--- config.mk ---
export PLATFORM = sky130hd
export DESIGN_NAME = ips_steer
export DESIGN_NICKNAME = d
export VERILOG_FILES = /design/src/ips_pkg.sv /design/src/ips_credit.sv /design/src/ips_steer.sv
export SDC_FILE = /design/constraint.sdc
export NUM_CORES = 1
export LEC_CHECK = 0
export ABC_CLOCK_PERIOD_IN_PS = 4950
export BUFFER_PORTS_ARGS = -buffer_cell sky130_fd_sc_hd__buf_2
export CAP_MARGIN = 25
export CORE_ASPECT_RATIO = 1.5
export CORE_MARGIN = 10
export CORE_UTILIZATION = 46
export DETAILED_ROUTE_END_ITERATION = 6
export PLACE_DENSITY = 0.83
export SYNTH_ARGS = -nofsm -noshare
export SYNTH_HDL_FRONTEND = slang
export SYNTH_SLANG_ARGS = --single-unit
--- constraint.sdc ---
create_clock -name ref_clk -period 4.95 [get_ports ref_clk]
set_clock_uncertainty 0.15 [all_clocks]
set_input_delay 0.99 -clock ref_clk [delete_from_list [all_inputs] [get_ports ref_clk]]
set_output_delay 0.99 -clock ref_clk [all_outputs]
set_load 0.005 [all_outputs]
--- src/ips_pkg.sv ---
// Package with constants and types for the inter-switch port frame steering block.
package ips_pkg;

  // Link control facility address for switch-side ports.
  localparam logic [23:0] IPS_LCF_ADDR = 24'hfffffd;
  // Word kinds presented by the link decoder.
  typedef enum logic [2:0] {
    IPS_W_IDLE, IPS_W_PSIG, IPS_W_PSEQ, IPS_W_SOF, IPS_W_DATA, IPS_W_EOF
  } ips_word_e;
  // Service classes carried by the start delimiter.
  localparam logic [1:0] IPS_CLS_F = 2'h0;
  localparam logic [1:0] IPS_CLS_2 = 2'h2;
  localparam logic [1:0] IPS_CLS_3 = 2'h3;
  // Data field limit before parameter exchange, in bytes and in 32-bit words.
  localparam int IPS_PRE_ELP_BYTES = 256;
  localparam logic [9:0] IPS_PRE_ELP_WORDS = 10'(IPS_PRE_ELP_BYTES / 4);
  // Header words before the data field begins; the first one carries the destination.
  localparam logic [9:0] IPS_HDR_WORDS = 10'h006;
  // Credit assumed toward the peer before parameter exchange.
  localparam logic [7:0] IPS_PRE_ELP_CREDIT = 8'h01;
  // Value of the credit counters after reset.
  localparam logic [7:0] IPS_CREDIT_RST = 8'h00;
  // Frame destinations.
  typedef enum logic [1:0] {IPS_DST_NONE, IPS_DST_MAIN, IPS_DST_CTRL} ips_dst_e;

endpackage

--- src/ips_credit.sv ---
`timescale 1ns/1ps
// Buffer-to-buffer credit counter for frames sent toward the peer.
module ips_credit
  import ips_pkg::*;
#(
  parameter int CW = 8
) (
  input wire logic ref_clk,
  input wire logic sys_rst,
  input wire logic paramDone,
  input wire logic [CW-1:0] agreedCredit,
  input wire logic frameSent,
  input wire logic readyRcvd,
  output logic canSend
);

  logic [CW-1:0] used_q, used_d;
  logic [CW-1:0] limit;

  // Until parameters are exchanged only one frame may be outstanding.
  always_comb begin
    limit = paramDone ? agreedCredit : CW'(IPS_PRE_ELP_CREDIT);
    used_d = used_q;
    if (frameSent && !readyRcvd) begin
      used_d = used_q + CW'(1);
    end else if (!frameSent && readyRcvd && used_q != '0) begin
      used_d = used_q - CW'(1);
    end
  end

  // Counter register.
  always_ff @(posedge ref_clk or posedge sys_rst) begin
    if (sys_rst) begin
      used_q <= CW'(IPS_CREDIT_RST);
    end else begin
      used_q <= used_d;
    end
  end

  assign canSend = used_q < limit;

  a_credit_one: assert property (@(posedge ref_clk) disable iff (sys_rst)
    (!paramDone && used_q != '0) |-> !canSend)
    else $error("More than one frame outstanding before parameter exchange.");

  a_credit_back: assert property (@(posedge ref_clk) disable iff (sys_rst)
    (readyRcvd && !frameSent && used_q != '0) |=> used_q == $past(used_q) - CW'(1))
    else $error("Returned ready did not free a credit.");

endmodule

--- src/ips_steer.sv ---
`timescale 1ns/1ps
// Inter-switch port frame steering, primitive filter and principal link routing.
// How it works
// - Primitive sequences and signals other than idle never enter the construct.
// - Switch-side port carries class F and routes class 2 and/or 3.
// - Bridge-side port carries class F and forwards class 2 and/or 3.
// - Switch-side inbound frames go to construct or link control at FFFFFDh.
// - Switch-side outbound frames go to transmitter or internal control facility.
// - Internal control accepts internal link service requests, answers each one.
// - Bridge-side inbound frames go to bridge construct or link control facility.
// - Bridge-side outbound frames go to transmitter or internal control facility.
// - A link joins one switch port to one switch or bridge port.
// - Point-to-point framing kept, but class F frames cross the link.
// - Class F credit uses ready primitives until parameters are exchanged.
// - Losing the principal link triggers a build-fabric request; raised only when BRIDGE_SIDE is 0.
// - Losing a non-principal link needs only a routing change.
// - Frames for the principal switch leave on the upstream principal link.
// - Principal switch has no upstream link; others exactly one.
// - Replies to upstream frames leave on the downstream link toward target.
// - Class F chosen per frame; consecutive frames demultiplexed by destination.
// - Class F frames carry class F delimiters.
// - Class F otherwise behaves like class 2.
// - Undeliverable class F frames cause a non-delivery notice to sender.
// - Credit of one assumed before parameter exchange.
// - Class F data field at most 256 bytes before exchange.
// - Zero-variant acknowledgement never sent for class F.
module ips_steer
  import ips_pkg::*;
#(
  parameter bit BRIDGE_SIDE = 1'b0,
  parameter bit HAS_CLASS2 = 1'b1,
  parameter bit HAS_CLASS3 = 1'b1,
  parameter int DW = 32,
  parameter int CW = 8
) (
  input wire logic ref_clk,
  input wire logic sys_rst,
  // Receive side from the link decoder.
  input wire logic rxValid,
  input wire ips_word_e rxKind,
  input wire logic [1:0] rxClass,
  input wire logic [DW-1:0] rxData,
  // Inbound frame words toward the construct.
  output logic mainValid,
  output logic [DW-1:0] mainData,
  output logic mainSof,
  output logic mainEof,
  output logic [1:0] mainClass,
  // Inbound frame words toward the link control facility.
  output logic lcfValid,
  output logic [DW-1:0] lcfData,
  output logic lcfSof,
  output logic lcfEof,
  // Receive error and non-delivery notice.
  output logic rxDrop,
  output logic nonDeliver,
  // Outbound frames from the construct.
  input wire logic outValid,
  input wire logic outSof,
  input wire logic outEof,
  input wire logic [1:0] outClass,
  input wire logic outToCtrl,
  input wire logic outIsAck0,
  input wire logic [DW-1:0] outData,
  output logic outReady,
  // Toward the link transmitter.
  output logic txValid,
  output logic txSof,
  output logic txEof,
  output logic [1:0] txClass,
  output logic [DW-1:0] txData,
  input wire logic txReadyRcvd,
  // Toward the internal control facility.
  output logic icfValid,
  output logic [DW-1:0] icfData,
  output logic icfSof,
  output logic icfEof,
  // Link state and principal links.
  input wire logic paramDone,
  input wire logic [CW-1:0] agreedCredit,
  input wire logic linkUp,
  input wire logic isPrincipal,
  input wire logic principalSwitch,
  input wire logic isUpstream,
  output logic buildFabric,
  output logic routeChange,
  output logic principalFault
);

  typedef enum {RX_IDLE, RX_HEAD, RX_BODY} ips_rx_e;

  ips_rx_e rxSt_q, rxSt_d;
  ips_dst_e dst_q, dst_d;
  logic [9:0] cnt_q, cnt_d;
  logic [1:0] cls_q, cls_d;
  logic classOk, isFrameWord, tooLong;
  logic [23:0] did;

  // The destination sits in the low 24 bits of the first header word.
  assign did = rxData[23:0];
  // Class F always; class 2 and 3 per build option.
  assign classOk = (rxClass == IPS_CLS_F)
                   || (rxClass == IPS_CLS_2 && HAS_CLASS2)
                   || (rxClass == IPS_CLS_3 && HAS_CLASS3);
  // Only frame words pass the filter; primitives and idles are dropped here.
  assign isFrameWord = rxValid && (rxKind == IPS_W_SOF || rxKind == IPS_W_DATA
                       || rxKind == IPS_W_EOF);
  assign tooLong = !paramDone && cls_q == IPS_CLS_F
                   && cnt_q >= IPS_HDR_WORDS + IPS_PRE_ELP_WORDS;

  // Receive steering: the start word is never passed on and steering waits for the destination word,
  // so no word goes anywhere before the frame's destination is known.
  always_comb begin
    rxSt_d = rxSt_q;
    dst_d = dst_q;
    cnt_d = cnt_q;
    cls_d = cls_q;
    mainValid = 1'b0;
    lcfValid = 1'b0;
    mainSof = 1'b0;
    lcfSof = 1'b0;
    mainEof = 1'b0;
    lcfEof = 1'b0;
    rxDrop = 1'b0;
    case (rxSt_q)
      RX_IDLE: begin
        if (isFrameWord && rxKind == IPS_W_SOF) begin
          if (classOk) begin
            rxSt_d = RX_HEAD;
            cls_d = rxClass;
          end else begin
            rxDrop = 1'b1;
          end
        end
      end
      RX_HEAD: begin
        if (isFrameWord && rxKind == IPS_W_DATA) begin
          // Link control facility address for both port forms.
          dst_d = (did == IPS_LCF_ADDR) ? IPS_DST_CTRL : IPS_DST_MAIN;
          rxSt_d = RX_BODY;
          cnt_d = 10'h001;
        end else if (isFrameWord) begin
          rxSt_d = RX_IDLE;
          rxDrop = 1'b1;
        end
      end
      RX_BODY: begin
        if (isFrameWord) begin
          mainValid = (dst_q == IPS_DST_MAIN);
          lcfValid = (dst_q == IPS_DST_CTRL);
          mainSof = mainValid && cnt_q == 10'h001;
          lcfSof = lcfValid && cnt_q == 10'h001;
          cnt_d = cnt_q + 10'h001;
          if (rxKind == IPS_W_EOF) begin
            mainEof = mainValid;
            lcfEof = lcfValid;
            rxSt_d = RX_IDLE;
            dst_d = IPS_DST_NONE;
          end else if (rxKind == IPS_W_SOF || tooLong) begin
            mainEof = mainValid;
            lcfEof = lcfValid;
            rxDrop = 1'b1;
            rxSt_d = RX_IDLE;
            dst_d = IPS_DST_NONE;
          end
        end
      end
      default: begin
        rxSt_d = RX_IDLE;
      end
    endcase
  end

  // Receive state registers.
  always_ff @(posedge ref_clk or posedge sys_rst) begin
    if (sys_rst) begin
      rxSt_q <= RX_IDLE;
      dst_q <= IPS_DST_NONE;
      cnt_q <= 10'h000;
      cls_q <= IPS_CLS_F;
    end else begin
      rxSt_q <= rxSt_d;
      dst_q <= dst_d;
      cnt_q <= cnt_d;
      cls_q <= cls_d;
    end
  end

  // Data words are registered copies of the received word, one frame word behind the strobe,
  // so the first steered word is the held destination word.
  logic [DW-1:0] mainData_q, lcfData_q;
  always_ff @(posedge ref_clk or posedge sys_rst) begin
    if (sys_rst) begin
      mainData_q <= '0;
      lcfData_q <= '0;
    end else if (rxSt_q == RX_HEAD) begin
      mainData_q <= rxData;
      lcfData_q <= rxData;
    end else if (isFrameWord) begin
      mainData_q <= rxData;
      lcfData_q <= rxData;
    end
  end
  // Class travels with the steered frame so the construct treats F like class 2.
  assign mainData = mainData_q;
  assign lcfData = lcfData_q;
  assign mainClass = cls_q;

  // Transmit side: credit check before a frame starts.
  logic canSend, frameSent;
  logic txBusy_q, txBusy_d, toCtrl_q, toCtrl_d;
  logic ackDrop_q, ackDrop_d;
  logic goCtrl, startOk, ack0Block, fwdPrincipal, toIcf;

  ips_credit #(.CW(CW)) uCredit (
    .ref_clk(ref_clk),
    .sys_rst(sys_rst),
    .paramDone(paramDone),
    .agreedCredit(agreedCredit),
    .frameSent(frameSent),
    .readyRcvd(txReadyRcvd),
    .canSend(canSend)
  );

  // Traffic on an upstream principal port is sent unless this is the principal switch; a
  // principal switch cannot own an upstream link so such traffic is refused.
  assign fwdPrincipal = !(principalSwitch && isPrincipal && isUpstream);
  assign goCtrl = outToCtrl;
  assign ack0Block = outIsAck0 && outClass == IPS_CLS_F;
  assign startOk = goCtrl || (canSend && linkUp && fwdPrincipal);

  always_comb begin
    txBusy_d = txBusy_q;
    toCtrl_d = toCtrl_q;
    ackDrop_d = ackDrop_q;
    outReady = 1'b0;
    frameSent = 1'b0;
    if (outValid && outSof && !txBusy_q && !ackDrop_q) begin
      outReady = startOk || ack0Block;
      if (ack0Block) begin
        // The rest of a refused acknowledgement is swallowed so the sender never hangs.
        ackDrop_d = !outEof;
      end else if (startOk) begin
        toCtrl_d = goCtrl;
        txBusy_d = !outEof;
        frameSent = !goCtrl;
      end
    end else if (outValid && (txBusy_q || ackDrop_q)) begin
      outReady = 1'b1;
      if (outEof) begin
        txBusy_d = 1'b0;
        ackDrop_d = 1'b0;
      end
    end
  end

  // Transmit registers; data outputs come from flip-flops.
  logic fire;
  assign fire = outValid && outReady && !(outSof && ack0Block) && !ackDrop_q;
  // Frame markers follow the word to the side that carries it.
  assign toIcf = outSof ? goCtrl : toCtrl_q;
  always_ff @(posedge ref_clk or posedge sys_rst) begin
    if (sys_rst) begin
      txBusy_q <= 1'b0;
      toCtrl_q <= 1'b0;
      ackDrop_q <= 1'b0;
      txValid <= 1'b0;
      icfValid <= 1'b0;
      txSof <= 1'b0;
      txEof <= 1'b0;
      icfSof <= 1'b0;
      icfEof <= 1'b0;
      txClass <= IPS_CLS_F;
      txData <= '0;
      icfData <= '0;
    end else begin
      txBusy_q <= txBusy_d;
      toCtrl_q <= toCtrl_d;
      ackDrop_q <= ackDrop_d;
      txValid <= fire && !toIcf;
      icfValid <= fire && toIcf;
      txSof <= fire && outSof && !toIcf;
      txEof <= fire && outEof && !toIcf;
      icfSof <= fire && outSof && toIcf;
      icfEof <= fire && outEof && toIcf;
      txClass <= outClass;
      txData <= outData;
      icfData <= outData;
    end
  end

  // Link loss handling: principal loss rebuilds on the switch side only, other loss reroutes.
  logic linkUp_q;
  always_ff @(posedge ref_clk or posedge sys_rst) begin
    if (sys_rst) begin
      linkUp_q <= 1'b0;
      buildFabric <= 1'b0;
      routeChange <= 1'b0;
      nonDeliver <= 1'b0;
      principalFault <= 1'b0;
    end else begin
      linkUp_q <= linkUp;
      buildFabric <= linkUp_q && !linkUp && isPrincipal && !BRIDGE_SIDE;
      routeChange <= linkUp_q && !linkUp && !isPrincipal;
      // Refused class F frames at start tell the sender through this flag, high each cycle the start word waits.
      nonDeliver <= outValid && outSof && !txBusy_q && !goCtrl && outClass == IPS_CLS_F
                    && (!linkUp || !fwdPrincipal);
      principalFault <= principalSwitch && isPrincipal && isUpstream;
    end
  end

  a_no_prim_pass: assert property (@(posedge ref_clk) disable iff (sys_rst)
    (rxValid && (rxKind == IPS_W_PSIG || rxKind == IPS_W_PSEQ || rxKind == IPS_W_IDLE))
    |-> !mainValid && !lcfValid)
    else $error("Primitive passed toward construct.");

  a_lcf_steer: assert property (@(posedge ref_clk) disable iff (sys_rst)
    (rxSt_q == RX_HEAD && isFrameWord && rxKind == IPS_W_DATA && did == IPS_LCF_ADDR)
    |=> dst_q == IPS_DST_CTRL)
    else $error("Control address not steered to link control.");

  a_head_quiet: assert property (@(posedge ref_clk) disable iff (sys_rst)
    (rxSt_q != RX_BODY) |-> !mainValid && !lcfValid)
    else $error("Word passed before steering decided.");

  a_pf_build: assert property (@(posedge ref_clk) disable iff (sys_rst)
    ($fell(linkUp) && isPrincipal && !BRIDGE_SIDE) |=> buildFabric)
    else $error("Principal link loss did not rebuild.");

  a_ack0_never: assert property (@(posedge ref_clk) disable iff (sys_rst)
    (outValid && outSof && ack0Block && !txBusy_q) |=> !txValid && !icfValid)
    else $error("Zero acknowledgement sent for class F.");

  a_len_limit: assert property (@(posedge ref_clk) disable iff (sys_rst)
    (tooLong && isFrameWord && rxSt_q == RX_BODY) |=> rxSt_q == RX_IDLE)
    else $error("Oversized class F frame not cut.");

  a_tx_marks: assert property (@(posedge ref_clk) disable iff (sys_rst)
    (txSof || txEof) |-> txValid && !icfValid)
    else $error("Transmit frame marker without a transmit word.");

  a_icf_marks: assert property (@(posedge ref_clk) disable iff (sys_rst)
    (icfSof || icfEof) |-> icfValid && !txValid)
    else $error("Control frame marker without a control word.");

endmodule

; Word level (Yosys, flattened, before mapping)
; Index checks and enable logic that the tools add are counted.
[totals]
register_bits = 134
input_bits = 93
out_inout_bits = 150
word_cells = 183
[classes]
addsub = 3
magnitude_cmp = 2
eq_ne = 21
muxes = 59
bitwise_logic = 1
n_reduce_logical = 75
[op_table]
columns = op, count
row1 = $mux 32, 9
row2 = $pmux 32 s3, 1
row3 = $eq 32x2->1 const B, 2
row4 = $logic_and 1x1->1, 37
row5 = $mux 1, 36
row6 = $eq 32x1->1 const B, 1
row7 = $logic_not 32->1, 1
row8 = $eq 24x24->1 const B, 1
row9 = $mux 8, 3
row10 = $mux 10, 2
row11 = $pmux 10 s2, 1
row12 = $ne 2x2->1 const B, 7
row13 = $logic_not 1->1, 12
row14 = $reduce_and 3->1, 4
row15 = $add 10x1->10 const B, 1
row16 = $eq 10x1->1 const B, 1
row17 = $ge 10x7->1 const B, 1
row18 = $mux 2, 5
row19 = $reduce_bool 2->1, 5
row20 = $logic_or 1x1->1, 9
row21 = $add 8x1->8 const B, 1
row22 = $lt 8x8->1, 1
row23 = $reduce_and 4->1, 2
row24 = $reduce_bool 8->1, 1
row25 = other kinds (11), 17

; Logic depth before layout (Yosys ltp)
; Gate-level depths: netlist (run 1).
[depth]
ltp_word = 13
ltp_mapped = 15
mapped_depth_nobuf = 14

; Cells and area by module
; From an unflattened synthesis (run 1), not the netlist that was laid out.
[hier_totals]
hier_cells = 428
area_unflattened_um2 = 4953.5
[by_module_without_submodules]
columns = module, instances, cells_per_inst, area_each_um2, seq_area_each_um2
row1 = ips_steer, 1, 347, 4170.2, 2402.3
row2 = ips_credit, 1, 81, 783.3, 200.2

; Worst setup path after synthesis (run 1)
; OpenSTA, ideal clock, no wires.
[synth_timing]
path_kind = input to register
from = input port paramDone
to = register uCredit.used_q[7]
setup_time_ns = 0.123
t_arrival_ns = 3.743
required_time_ns = 4.677
slack_ns = 0.934
cell_stages = 15
n_path_buf = 1
path_cell_list = buf_2 > nand2_1 > ha_1 > a211oi_2 > nor2_1 > nor4_1 > nand2b_1 > ha_1 > a21o_1 > a21o_1 > and2_1 > o41ai_4 > nor2_1 > o32a_1 > xor2_1
[synth_between]
elab_chain_cells = 12
word_cells_on_any_way = 14
cone_classes = 1 x order compare / 5 x mux / 8 x reduce/logical
[synth_rtl]
columns = element, line_no
row1 = "start, declared", ips_steer.sv:79  ; input wire logic paramDone,
row2 = $mux 8 (*), ips_credit.sv:22  ; limit = paramDone ? agreedCredit : CW'(IPS_PRE_ELP_CREDIT);
row3 = $lt 8x8->1 (*), ips_credit.sv:40  ; assign canSend = used_q < limit;
row4 = $logic_and 1x1->1 (*) (2 in series), ips_steer.sv:230  ; assign startOk = goCtrl || (canSend && linkUp && fwdPrincipal);
row5 = $logic_or 1x1->1 (*), ips_steer.sv:230
row6 = $mux 1 (*), ips_steer.sv:243  ; end else if (startOk) begin
row7 = $mux 1 (*), ips_steer.sv:240  ; if (ack0Block) begin
row8 = $mux 1 (*), ips_steer.sv:238  ; if (outValid && outSof && !txBusy_q && !ackDrop_q) begin
row9 = $logic_not 1->1, ips_credit.sv:26  ; end else if (!frameSent && readyRcvd && used_q != '0) begin
row10 = $logic_and 1x1->1 (2 in series), ips_credit.sv:26
row11 = $reduce_bool 2->1 (no source line), --
row12 = "end signal, assigned", ips_credit.sv:34  ; used_q <= CW'(IPS_CREDIT_RST);
row13 = "end signal, assigned", ips_credit.sv:36  ; used_q <= used_d;
row14 = "end, declared", ips_credit.sv:17  ; logic [CW-1:0] used_q, used_d;
; Mark *: on every way between the ends. The rest lies on a longest branch, timed or not.
; A chain may end at the register's enable or synchronous reset.

; Final worst setup path (run 1)
; Ends and elaborated chain as after synthesis.

==> results of run 1 <==
metal layers:
metal,up-vias,routed length (um),GRT usage [%]
li1,1775,-,-
met1,1813,4830,17.4
met2,161,7840,33.9
met3,22,1040,5.17
met4,0,393,6.84
met5,-,0,0
power groups by stage:
stage                     combinational [mW]  sequential (mW)  clock, mW
after CTS                               1.09             1.28      0.695
after floorplan                        0.770             1.26          0
after global placement                  1.05             1.28          0
final                                   1.07             1.29      0.679
after detailed placement                1.09             1.30          0
after global routing                    1.17             1.32      0.730
synth_stat cells, types with 7 or more instances:
master | n | area (um^2)
a21oi_1 | 11 | 55.1
buf_4 | 64 | 480
dfrtp_1 | 104 | 2600
ha_1 | 14 | 175
inv_1 | 12 | 45.0
mux2_2 | 33 | 372
nand2_1 | 25 | 93.8
nand2b_1 | 7 | 43.8
nand3_1 | 8 | 40.0
nand4_1 | 9 | 56.3
nor2_1 | 34 | 128
nor3_1 | 9 | 45.0
o21ai_0 | 13 | 65.1
xnor2_1 | 9 | 78.8
cell type report:
cell class,instances,area (um^2),area share (%)
Inverter,12,47.5,0.778
Tap cell,144,180,2.95
Sequential cell,104,2600,42.6
Multi-Input combinational cell,239,1770,28.9
Timing Repair Buffer,244,1230,20.1
Clock inverter,6,62.6,1.02
Clock buffer,10,229,3.75
registers in the layout, summed over array words and instances (netlist names):
signal,flops
icfSof,1
icfEof,1
txEof,1
txClass,2
dst_q,2
txValid,1
mainClass,2
txSof,1
icfValid,1
lcfData,32
principalFault,1
buildFabric,1
cnt_q,10
toCtrl_q,1
routeChange,1
rxSt_q,2
nonDeliver,1
txBusy_q,1
icfData,32
ackDrop_q,1
uCredit.used_q,8
linkUp_q,1
worst max-delay path by stage:
stage                             end  slack [ps]
CTS                 uCredit.used_q[7]        1000
finish              uCredit.used_q[7]         990
floorplan           uCredit.used_q[7]         930
detailed placement  uCredit.used_q[7]         630
global placement    uCredit.used_q[7]         750
global route        uCredit.used_q[7]         750
logic make-up after synthesis:
group                    count (synthesis)
AO/OA/AOI/OAI                           50
adder cells (fa/ha/maj)                 15
AND/OR/NAND/NOR                        125
multiplexers                            34
flip-flops                             104
XOR/XNOR                                15
buffers and inverters                   82
through the flow:
stage | instances | power, mW | setup WS [ps] | hold WS [ps]
after floorplan | 425 | 2.03 | 934 | 316
after global placement | 743 | 2.33 | 749 | 338
after detailed placement | 743 | 2.39 | 634 | 342
after CTS | 759 | 3.07 | 1000 | 361
after global routing | 759 | 3.23 | 753 | 391
final | 759 | 3.03 | 987 | 362
==> out/summary.txt, run 1 <==
most common cell after layout, fill and taps aside: buf_2
fmax: 252 MHz
Pwr per Cell Area: 496 nW/um^2
Worst Path Max Fanout: 9
antenna viol nets, final: 0
Num CTS Buffers: 9
core area: 10500 um^2
worst IR drop on VDD: 0.000200 V
Gate power share: 35.2%
Reg2Reg Setup Slack: 1430 ps
DR vias: 3771
Leak: 3.06 nW
clk slew on worst S/H paths: 80 ps
ys flop type: dfrtp_1
post-route cell area: 6110 um^2
Routed WL: 14100 um
setup_tns: 0 ps
Starting Density: 46.7%
CTS resizes: 0
MaxCap Viol Count: 0
layout filler cell count: 913
largest family of logic cells by synthesized area: simple AND/OR/NAND/NOR gates
Synth Area in XOR/XNOR: 2.67%
grt total ovfl: 0
antenna violations before repair: 0
First-pass DRT Iterations: 4
chip height: 147 um
Tot GR Track Use: 17.8%
nets@finish: 718
initial DRC count: 173
post-synthesis mux area share: 7.75%
Worst setup EP type: register
cts hold-fix bufs: 0
Crit path arrival time: 4040 ps
Reg power frac: 42.4%
vias in the first global route: 3888
most frequent cells in the layout: 242 x buf_2, 104 x dfrtp_1, 34 x nor2_1
Worst path depth: 15
WL/cell: 18.6 um
RePlAce Congestion: 0.823
hold depth: 1
first-pass GRT wire length: 21800 um
fin crit share: 80.1%
CP max stage delay: 380 ps
CP bufs+invs: 1
unrepaired setup endpoints after global routing: no
dpl hpwl: 11900 um
area grow syn2layout: 24.2%
Mean Syn Cell Area: 11.6 um^2
Switching Share: 34.9%
Num Clock Sinks: 104
share of cells above drive strength 1: 50.2%
row cnt: 46
syn nets: 533
area of the die: 15300 um^2
Hold Path Origin: toCtrl_q
Crit path max-delay family: compound AO/OA/AOI/OAI gates
drt drc: 0
hold worst-path end: toCtrl_q
WP data required: 5020 ps
CTS root buffer: clkbuf_16
Hold/Removal Path Class: reg2reg
IO buf count: 242
simple-gate share of the synthesized area: 13.8%
CTS max path bufs: 2
Final Util: 58.0%
Reg-to-Reg End: uCredit.used_q[7]
cell breakdown of the critical path: buf_2, nand2_1, ha_1, a211oi_2, nor2_1, nor4_1, nand2b_1, ha_1, a21o_1, a21o_1, and2_1, o41ai_4, nor2_1, o32a_1, xor2_1
crit start category: input port
post-synthesis compound-gate area fraction: 7.70%
Critical path origin: paramDone
CTS HTree Levels: 3
share of power burned in the clock network: 22.4%
io pins: 243
R2R depth: 13
Die Wd: 104 um
kind of critical path: in2reg
Mapped Area: 4920 um^2
Async SR Flop Fraction: 100%
# Post-CTS Setup Buffers: 0
clock latency on the worst-skew pair: 340 ps
Worst path slowest cell: nor4_1
Final Max Slew Viols: 0
min Tclk post-route: 3960 ps
worst relative slew slack: 32.9%
Setup-failing EPs final: 0
number of flops mapped to enable cells by yosys: 0
Adder-Cell Fraction of Synth Area: 3.97%
Cell Area, Placed: 5820 um^2
final hold violations: 0
sequential area share after synthesis: 52.9%
CTS tree: yes
Cell Int Power: 1.98 mW
switching pwr: 1.06 mW
count of cell types in the netlist: 55
#FFs+latches synth: 104
n_diodes: 0
worst flop-to-flop path startpoint: uCredit.used_q[5]
largest net degree at the start of global routing: 60
Mapped Cells: 425
Ys Warns: 0
via/cell ratio: 4.97
status: completed
Worst-Margin Slew: 998 ps
Power figures use the tool's default switching activity.
==> inputs of run 2 (changes only) <==
--- a/config.mk
+++ b/config.mk
@@ -5,14 +5,15 @@
 export SDC_FILE = /design/constraint.sdc
 export NUM_CORES = 1
 export LEC_CHECK = 0
-export ABC_CLOCK_PERIOD_IN_PS = 4950
+export ABC_AREA = 1
+export ABC_CLOCK_PERIOD_IN_PS = 4080
 export BUFFER_PORTS_ARGS = -buffer_cell sky130_fd_sc_hd__buf_2
 export CAP_MARGIN = 25
 export CORE_ASPECT_RATIO = 1.5
 export CORE_MARGIN = 10
-export CORE_UTILIZATION = 46
+export CORE_UTILIZATION = 47
 export DETAILED_ROUTE_END_ITERATION = 6
-export PLACE_DENSITY = 0.83
+export PLACE_DENSITY = 0.84
 export SYNTH_ARGS = -nofsm -noshare
 export SYNTH_HDL_FRONTEND = slang
 export SYNTH_SLANG_ARGS = --single-unit
==> constraint.sdc (replaced) <==
create_clock -name ref_clk -period 4.08 [get_ports ref_clk]
set_clock_uncertainty 0.15 [all_clocks]
set_input_delay 0.816 -clock ref_clk [delete_from_list [all_inputs] [get_ports ref_clk]]
set_output_delay 0.816 -clock ref_clk [all_outputs]
set_load 0.005 [all_outputs]
==> run 2 against run 1 <==
Against the previous run:
- sequential share of layout area shrank 1.1 points
- first-iteration DRC count grew 18%
- combinational power grew 5%
- worst hold slack lost 5.8 ps
- area after synthesis grew 2.3%
- worst setup slack lost 360 ps
- largest cell class unchanged
==> out/summary.txt, run 2 <==
status: completed (unchanged)
cts hold-fix bufs: 0 (unchanged)
initial DRC count: 205 (was 173)
Setup-failing EPs final: 0 (unchanged)
number of flops mapped to enable cells by yosys: 0 (unchanged)
clock latency on the worst-skew pair: 330 ps (was 340 ps)
Ys Warns: 0 (unchanged)
Async SR Flop Fraction: 100% (unchanged)
syn nets: 608 (was 533)
row cnt: 46 (unchanged)
ys flop type: dfrtp_1 (unchanged)
setup ws final: 629 ps (was 987 ps)
Switching Share: 35.1% (was 34.9%)
Finished Layout Cells: 840 (was 759)
Gate power share: 32.6% (was 35.2%)
fin crit share: 84.6%
most frequent cells in the layout: 242 x buf_2, 104 x dfrtp_1, 79 x nand2_1 (was 242 x buf_2, 104 x dfrtp_1, 34 x nor2_1)
largest net degree at the start of global routing: 61 (was 60)
Tot GR Track Use: 19.5% (was 17.8%)
Worst setup EP type: register (unchanged)
antenna viol nets, final: 0 (unchanged)
unrepaired setup endpoints after global routing: no (unchanged)
RePlAce Congestion: 0.870 (was 0.823)
CTS root buffer: clkbuf_16 (unchanged)
WP data required: 4160 ps (was 5020 ps)
top cells by count, synth: 104 x dfrtp_1, 79 x nand2_1, 64 x buf_4, 51 x inv_1 (was 104 x dfrtp_1, 64 x buf_4, 34 x nor2_1, 33 x mux2_2, 25 x nand2_1)
worst IR drop on VDD: 0.000245 V (was 0.000200 V)
Mapped Cells: 500 (was 425)
IO buf count: 242 (unchanged)
Crit path arrival time: 3530 ps (was 4040 ps)
#FFs+latches synth: 104 (unchanged)
min Tclk post-route: 3450 ps
First-pass DRT Iterations: 4 (unchanged)
post-route cell area: 6270 um^2 (was 6110 um^2)
dpl hpwl: 13000 um (was 11900 um)
area of the die: 15300 um^2 (about the same)
dpl cells: 820 (was 743)
drt drc: 0 (unchanged)
Num Clock Sinks: 104 (unchanged)
Die Wd: 105 um (was 104 um)
first-pass GRT wire length: 23700 um (was 21800 um)
dpl ws: 289 ps (was 634 ps)
via/cell ratio: 4.91 (was 4.97)
final hold violations: 0 (unchanged)
Sequential Area: 2600 um^2 (unchanged)
Yosys top cell area share: 51.7% (was 52.9%)
core area: 10500 um^2 (unchanged)
Cell Int Power: 2.24 mW (was 1.98 mW)
share of cells above drive strength 1: 45.8% (was 50.2%)
setup_tns: 0 ps (unchanged)
Starting Density: 47.8% (was 46.7%)
CTS resizes: 0 (unchanged)
Reg power frac: 42.2% (was 42.4%)
most common cell after layout, fill and taps aside: buf_2 (unchanged)
DR vias: 4125 (was 3771)
Final Max Slew Viols: 0 (unchanged)
CTS HTree Levels: 3 (unchanged)
Mean Syn Cell Area: 10.1 um^2 (was 11.6 um^2)
WL/cell: 18.3 um (was 18.6 um)
layout filler cell count: 876 (was 913)
vias in the first global route: 4341 (was 3888)
PnR Total Power: 3.45 mW (was 3.03 mW)
Final Util: 59.6% (was 58.0%)
area leader, netlist: dfrtp_1 (unchanged)
sequential area share after synthesis: 51.7% (was 52.9%)
fmax: 290 MHz
CTS tree: yes (unchanged)
area grow syn2layout: 24.6% (was 24.2%)
Num CTS Buffers: 9 (unchanged)
crit start category: input port (unchanged)
count of cell types in the netlist: 38 (was 55)
Multi-input gate area: 1720 um^2 (was 1770 um^2)
clk slew on worst S/H paths: 70 ps (was 80 ps)
switching pwr: 1.21 mW (was 1.06 mW)
worst relative slew slack: 62.1% (was 32.9%)
Worst-Margin Slew: 569 ps (was 998 ps)
MaxCap Viol Count: 0 (unchanged)
worst hold slack: 356 ps (was 362 ps)
Routed WL: 15400 um (was 14100 um)
CTS max path bufs: 2 (unchanged)
nets@finish: 795 (was 718)
Worst Path Max Fanout: 11 (was 9)
io pins: 243 (unchanged)
chip height: 147 um (about the same)
most frequent cell after synthesis: dfrtp_1 (unchanged)
Hold/Removal Path Class: reg2reg (unchanged)
Area contributors post-synth: dfrtp_1 52%, buf_4 9.5%, mux2_2 6.9% (was dfrtp_1 53%, buf_4 9.8%, mux2_2 7.5%)
antenna violations before repair: 6 (was 0)
Cell Area, Placed: 5960 um^2 (was 5820 um^2)
Mapped Area: 5040 um^2 (was 4920 um^2)
kind of critical path: in2reg (unchanged)
Leak: 3.39 nW (was 3.06 nW)
grt total ovfl: 0 (unchanged)
Pwr per Cell Area: 550 nW/um^2 (was 496 nW/um^2)
# Post-CTS Setup Buffers: 0 (unchanged)
share of power burned in the clock network: 25.2% (was 22.4%)
run 2: cell count changes after synthesis, sizes merged, moves of 3 or more:
cell | previous run | this run
nor3b | 5 | 1
nand2 | 26 | 86
inv | 12 | 57
nand2b | 8 | 0
xnor2 | 9 | 0
a21o | 5 | 0
nand3b | 4 | 1
o21ai | 14 | 22
nand3 | 8 | 20
run 2: final cells by class:
class	count	area share, %
repair buffers	244	19.7
well taps	144	2.87
flip-flops and latches	104	41.5
multi-input cells	271	27.4
diodes	4	0.160
clock buffers	11	3.87
clock inverters	5	1.04
inverters	57	3.45
run 2: path summary, 6_finish.rpt:
| path | startpoint | end | slack [ps] | cells after the start |
|---|---|---|---|---|
| worst max-delay path | paramDone | uCredit.used_q[3] | 630 | 15 |
| worst min-delay path | linkUp_q | routeChange | 360 | 2 |
| worst max register to register | uCredit.used_q[7] | uCredit.used_q[3] | 910 | 13 |
| worst min register to register | linkUp_q | routeChange | 360 | 2 |
| max in group asynchronous | sys_rst | lcfData[14] | 2690 | 3 |
| min in group asynchronous | sys_rst | icfData[6] | 390 | 2 |
run 2: cell families after synthesis:
family | share of synthesized area, %
buffers and inverters | 14.2
DFF | 51.7
adders and majority gates | 3.88
xor gates and xnor gates | 0.696
and+or+nand+nor | 17.2
AOI/OAI and AO/OA | 5.42
muxes | 6.93
run 2: worst max-delay path, cell delays in order:
cell and delay (ps):
buf_2 190, nand2_1 80, ha_1 310, a21oi_1 140, nand4_1 100, nor2_1 260
nand4_4 260, ha_1 400, nand2_1 80, nor2_1 40, a211oi_1 370, nor2_1 100
a31oi_1 180, xor2_1 150, inv_1 50
run 2: power by group through the flow:
| stage | logic (mW) | clock network (mW) | registers [mW] |
|---|---|---|---|
| after floorplan | 0.799 | 0 | 1.44 |
| after global placement | 1.07 | 0 | 1.45 |
| after detailed placement | 1.14 | 0 | 1.47 |
| after CTS | 1.14 | 0.897 | 1.46 |
| after global routing | 1.28 | 0.941 | 1.49 |
| final | 1.12 | 0.871 | 1.46 |
run 2: routing by layer:
metal	routed length (um)	vias to the layer above	GRT usage, %
met1	5330	1921	19.1
li1	-	1955	-
met3	2020	29	10.8
met2	7660	216	33.8
met5	25	-	0
met4	332	4	6.77
==> inputs of run 3 (changes only) <==
==> config.mk (replaced) <==
export PLATFORM = sky130hd
export DESIGN_NAME = ips_steer
export DESIGN_NICKNAME = d
export VERILOG_FILES = /design/src/ips_pkg.sv /design/src/ips_credit.sv /design/src/ips_steer.sv
export SDC_FILE = /design/constraint.sdc
export NUM_CORES = 1
export LEC_CHECK = 0
export ABC_AREA = 0
export ABC_CLOCK_PERIOD_IN_PS = 3500
export BUFFER_PORTS_ARGS = -buffer_cell sky130_fd_sc_hd__buf_2
export CAP_MARGIN = 25
export CORE_ASPECT_RATIO = 1.5
export CORE_MARGIN = 10
export CORE_UTILIZATION = 46
export DETAILED_ROUTE_END_ITERATION = 6
export PLACE_DENSITY = 0.83
export SYNTH_ARGS = -nofsm -noshare
export SYNTH_HDL_FRONTEND = slang
export SYNTH_SLANG_ARGS = --single-unit
==> constraint.sdc (replaced) <==
create_clock -name ref_clk -period 3.5 [get_ports ref_clk]
set_clock_uncertainty 0.15 [all_clocks]
set_input_delay 0.7 -clock ref_clk [delete_from_list [all_inputs] [get_ports ref_clk]]
set_output_delay 0.7 -clock ref_clk [all_outputs]
set_load 0.005 [all_outputs]
==> run 3 against run 2 <==
Against the previous run:
- sequential share of layout area down 0.24 points
- final cell count fell by 7.9%
- core utilization grew 0.34 points
- power rose by 27%
- routed wire length down 5.8%
- first-iteration DRC count fell by 15%
- non-clock buffer count grew 15
- critical endpoint is now uCredit.used_q[7]
==> out/summary.txt, run 3 (synthesized netlist as in run 1, its figures left out) <==
Num Clock Sinks: 104 (unchanged)
switching pwr: 1.51 mW (was 1.21 mW)
WL met3: 947 um (was 2020 um)
R2R depth: 14 (was 13)
setup ws final: 128 ps (was 629 ps)
share of power burned in the clock network: 21.9% (was 25.2%)
row cnt: 46 (unchanged)
worst flop-to-flop path startpoint: uCredit.used_q[5] (was uCredit.used_q[7])
area of the die: 15300 um^2 (about the same)
Reg-to-Reg End: uCredit.used_q[7] (was uCredit.used_q[3])
min Tclk post-route: 3370 ps
via/cell ratio: 5.06 (was 4.91)
share of cells above drive strength 1: 52.7% (was 45.8%)
final hold violations: 0 (unchanged)
fin crit share: 96.4%
status: completed (unchanged)
dpl hpwl: 12000 um (was 13000 um)
clk slew on worst S/H paths: 80 ps (was 70 ps)
antenna violations before repair: 0 (was 6)
dpl ws: -291 ps (was 289 ps)
Worst setup EP type: register (unchanged)
drt drc: 0 (unchanged)
cts hold-fix bufs: 0 (unchanged)
met2 wire len: 8080 um (was 7660 um)
first-pass GRT wire length: 22800 um (was 23700 um)
Switching Share: 34.5% (was 35.1%)
Routed WL: 14500 um (was 15400 um)
Starting Density: 46.7% (was 47.8%)
Setup-failing EPs final: 0 (unchanged)
initial DRC count: 175 (was 205)
area grow syn2layout: 28.2% (was 24.6%)
Top Metal Used: met4 (was met5)
Leak: 3.15 nW (was 3.39 nW)
IO buf count: 242 (unchanged)
largest net degree at the start of global routing: 58 (was 61)
Hold/Removal Path Class: in2async (was reg2reg)
CTS max path bufs: 2 (unchanged)
vias in the first global route: 4094 (was 4341)
Worst-Margin Slew: 680 ps (was 569 ps)
RePlAce Congestion: 0.843 (was 0.870)
kind of critical path: in2reg (unchanged)
Crit path arrival time: 3450 ps (was 3530 ps)
worst IR drop on VDD: 0.000283 V (was 0.000245 V)
Pwr per Cell Area: 696 nW/um^2 (was 550 nW/um^2)
Die Wd: 104 um (was 105 um)
Finished Layout Cells: 774 (was 840)
Gate power share: 36.6% (was 32.6%)
WL/cell: 18.7 um (was 18.3 um)
Cell Int Power: 2.88 mW (was 2.24 mW)
crit start category: input port (unchanged)
clock latency on the worst-skew pair: 340 ps (was 330 ps)
DR vias: 3914 (was 4125)
Critical path origin: paramDone (unchanged)
n_diodes: 0 (was 4)
WP data required: 3580 ps (was 4160 ps)
Tot GR Track Use: 18.5% (was 19.5%)
First-pass DRT Iterations: 6 (was 4)
Worst Path Max Fanout: 7 (was 11)
Reg power frac: 41.5% (was 42.2%)
Num CTS Buffers: 9 (unchanged)
wire length on met1: 5120 um (was 5330 um)
Reg2Reg Setup Slack: 140 ps (was 910 ps)
layout filler cell count: 873 (was 876)
CTS HTree Levels: 3 (unchanged)
Final Util: 59.9% (was 59.6%)
chip height: 147 um (about the same)
worst relative slew slack: 54.6% (was 62.1%)
CTS tree: yes (unchanged)
CTS root buffer: clkbuf_16 (unchanged)
antenna viol nets, final: 0 (unchanged)
Final Max Slew Viols: 0 (unchanged)
most common cell after layout, fill and taps aside: buf_2 (unchanged)
setup_tns: 0 ps (unchanged)
core area: 10500 um^2 (unchanged)
most frequent cells in the layout: 241 x buf_2, 104 x dfrtp_1, 34 x nor2_1 (was 242 x buf_2, 104 x dfrtp_1, 79 x nand2_1)
nets@finish: 733 (was 795)
MaxCap Viol Count: 0 (unchanged)
grt total ovfl: 0 (unchanged)
fmax: 297 MHz
dpl cells: 758 (was 820)
io pins: 243 (unchanged)
[run 3: cell types whose count changed in the layout (fill, tap and decap cells not counted), sizes merged, moves of 8 or more]
cell / previous run / this run
nand2: 86 / 26
inv: 58 / 14
buf: 244 / 259
nand3: 20 / 8
xnor2: 0 / 9
nand2b: 0 / 8
o21ai: 22 / 14
[run 3: area by class of cell]
type	instances	area (um^2)	area share (%)
tap	144	180	2.85
clock buffer	11	243	3.85
clock inverter	5	46.3	0.734
timing repair buffer	259	1370	21.6
inverter	12	48.8	0.773
sequential	104	2600	41.2
multi-input combinational	239	1830	28.9
[run 3: power groups by stage]
stage               clock (mW)  sequential (mW)  combinational (mW)
global placement             0             1.80                1.52
CTS                      0.986             1.81                1.59
floorplan                    0             1.79                1.10
detailed placement           0             1.83                1.59
finish                   0.964             1.82                1.61
global route              1.04             1.87                1.78
[run 3: layer usage]
| layer | up-vias | GRT usage, % |
|---|---|---|
| met5 | - | 0 |
| met2 | 179 | 35.4 |
| met3 | 24 | 4.86 |
| met4 | 0 | 6.56 |
| met1 | 1902 | 18.4 |
| li1 | 1809 | - |
[run 3: worst max-delay path by stage]
| stage | endpoint | slack [ps] |
|---|---|---|
| global placement | uCredit.used_q[7] | -180 |
| detailed placement | uCredit.used_q[7] | -290 |
| floorplan | uCredit.used_q[7] | -80 |
| finish | uCredit.used_q[7] | 130 |
| CTS | uCredit.used_q[7] | 70 |
| global route | uCredit.used_q[7] | -20 |
[run 3: critical path, cell delays in order]
cell and delay, ps:
buf_8 110, nand2_1 90, ha_4 210, a211oi_2 170, nor2_1 80, nor4_2 260, buf_4 180, nand2b_4 70
ha_4 210, a21o_1 160, a21o_1 180, and2_4 170, o41ai_4 330, nor2_1 90, o32a_1 310, xor2_1 140
[run 3: metrics by stage]
stage	total power, mW	area, um^2	hold slack, ps
2_1_floorplan	2.89	4950	316
3_5_place_dp	3.42	5970	347
4_1_cts	4.39	6250	295
5_1_grt	4.70	6310	291
3_3_place_gp	3.33	5970	339
6_report	4.40	6310	306
[run 3: what timing repair did]
action	CTS	global route
setup buffers	0	1
resized for setup	0	10
endpoints found under the hold margin	0	0
endpoints found under the setup margin	0	3
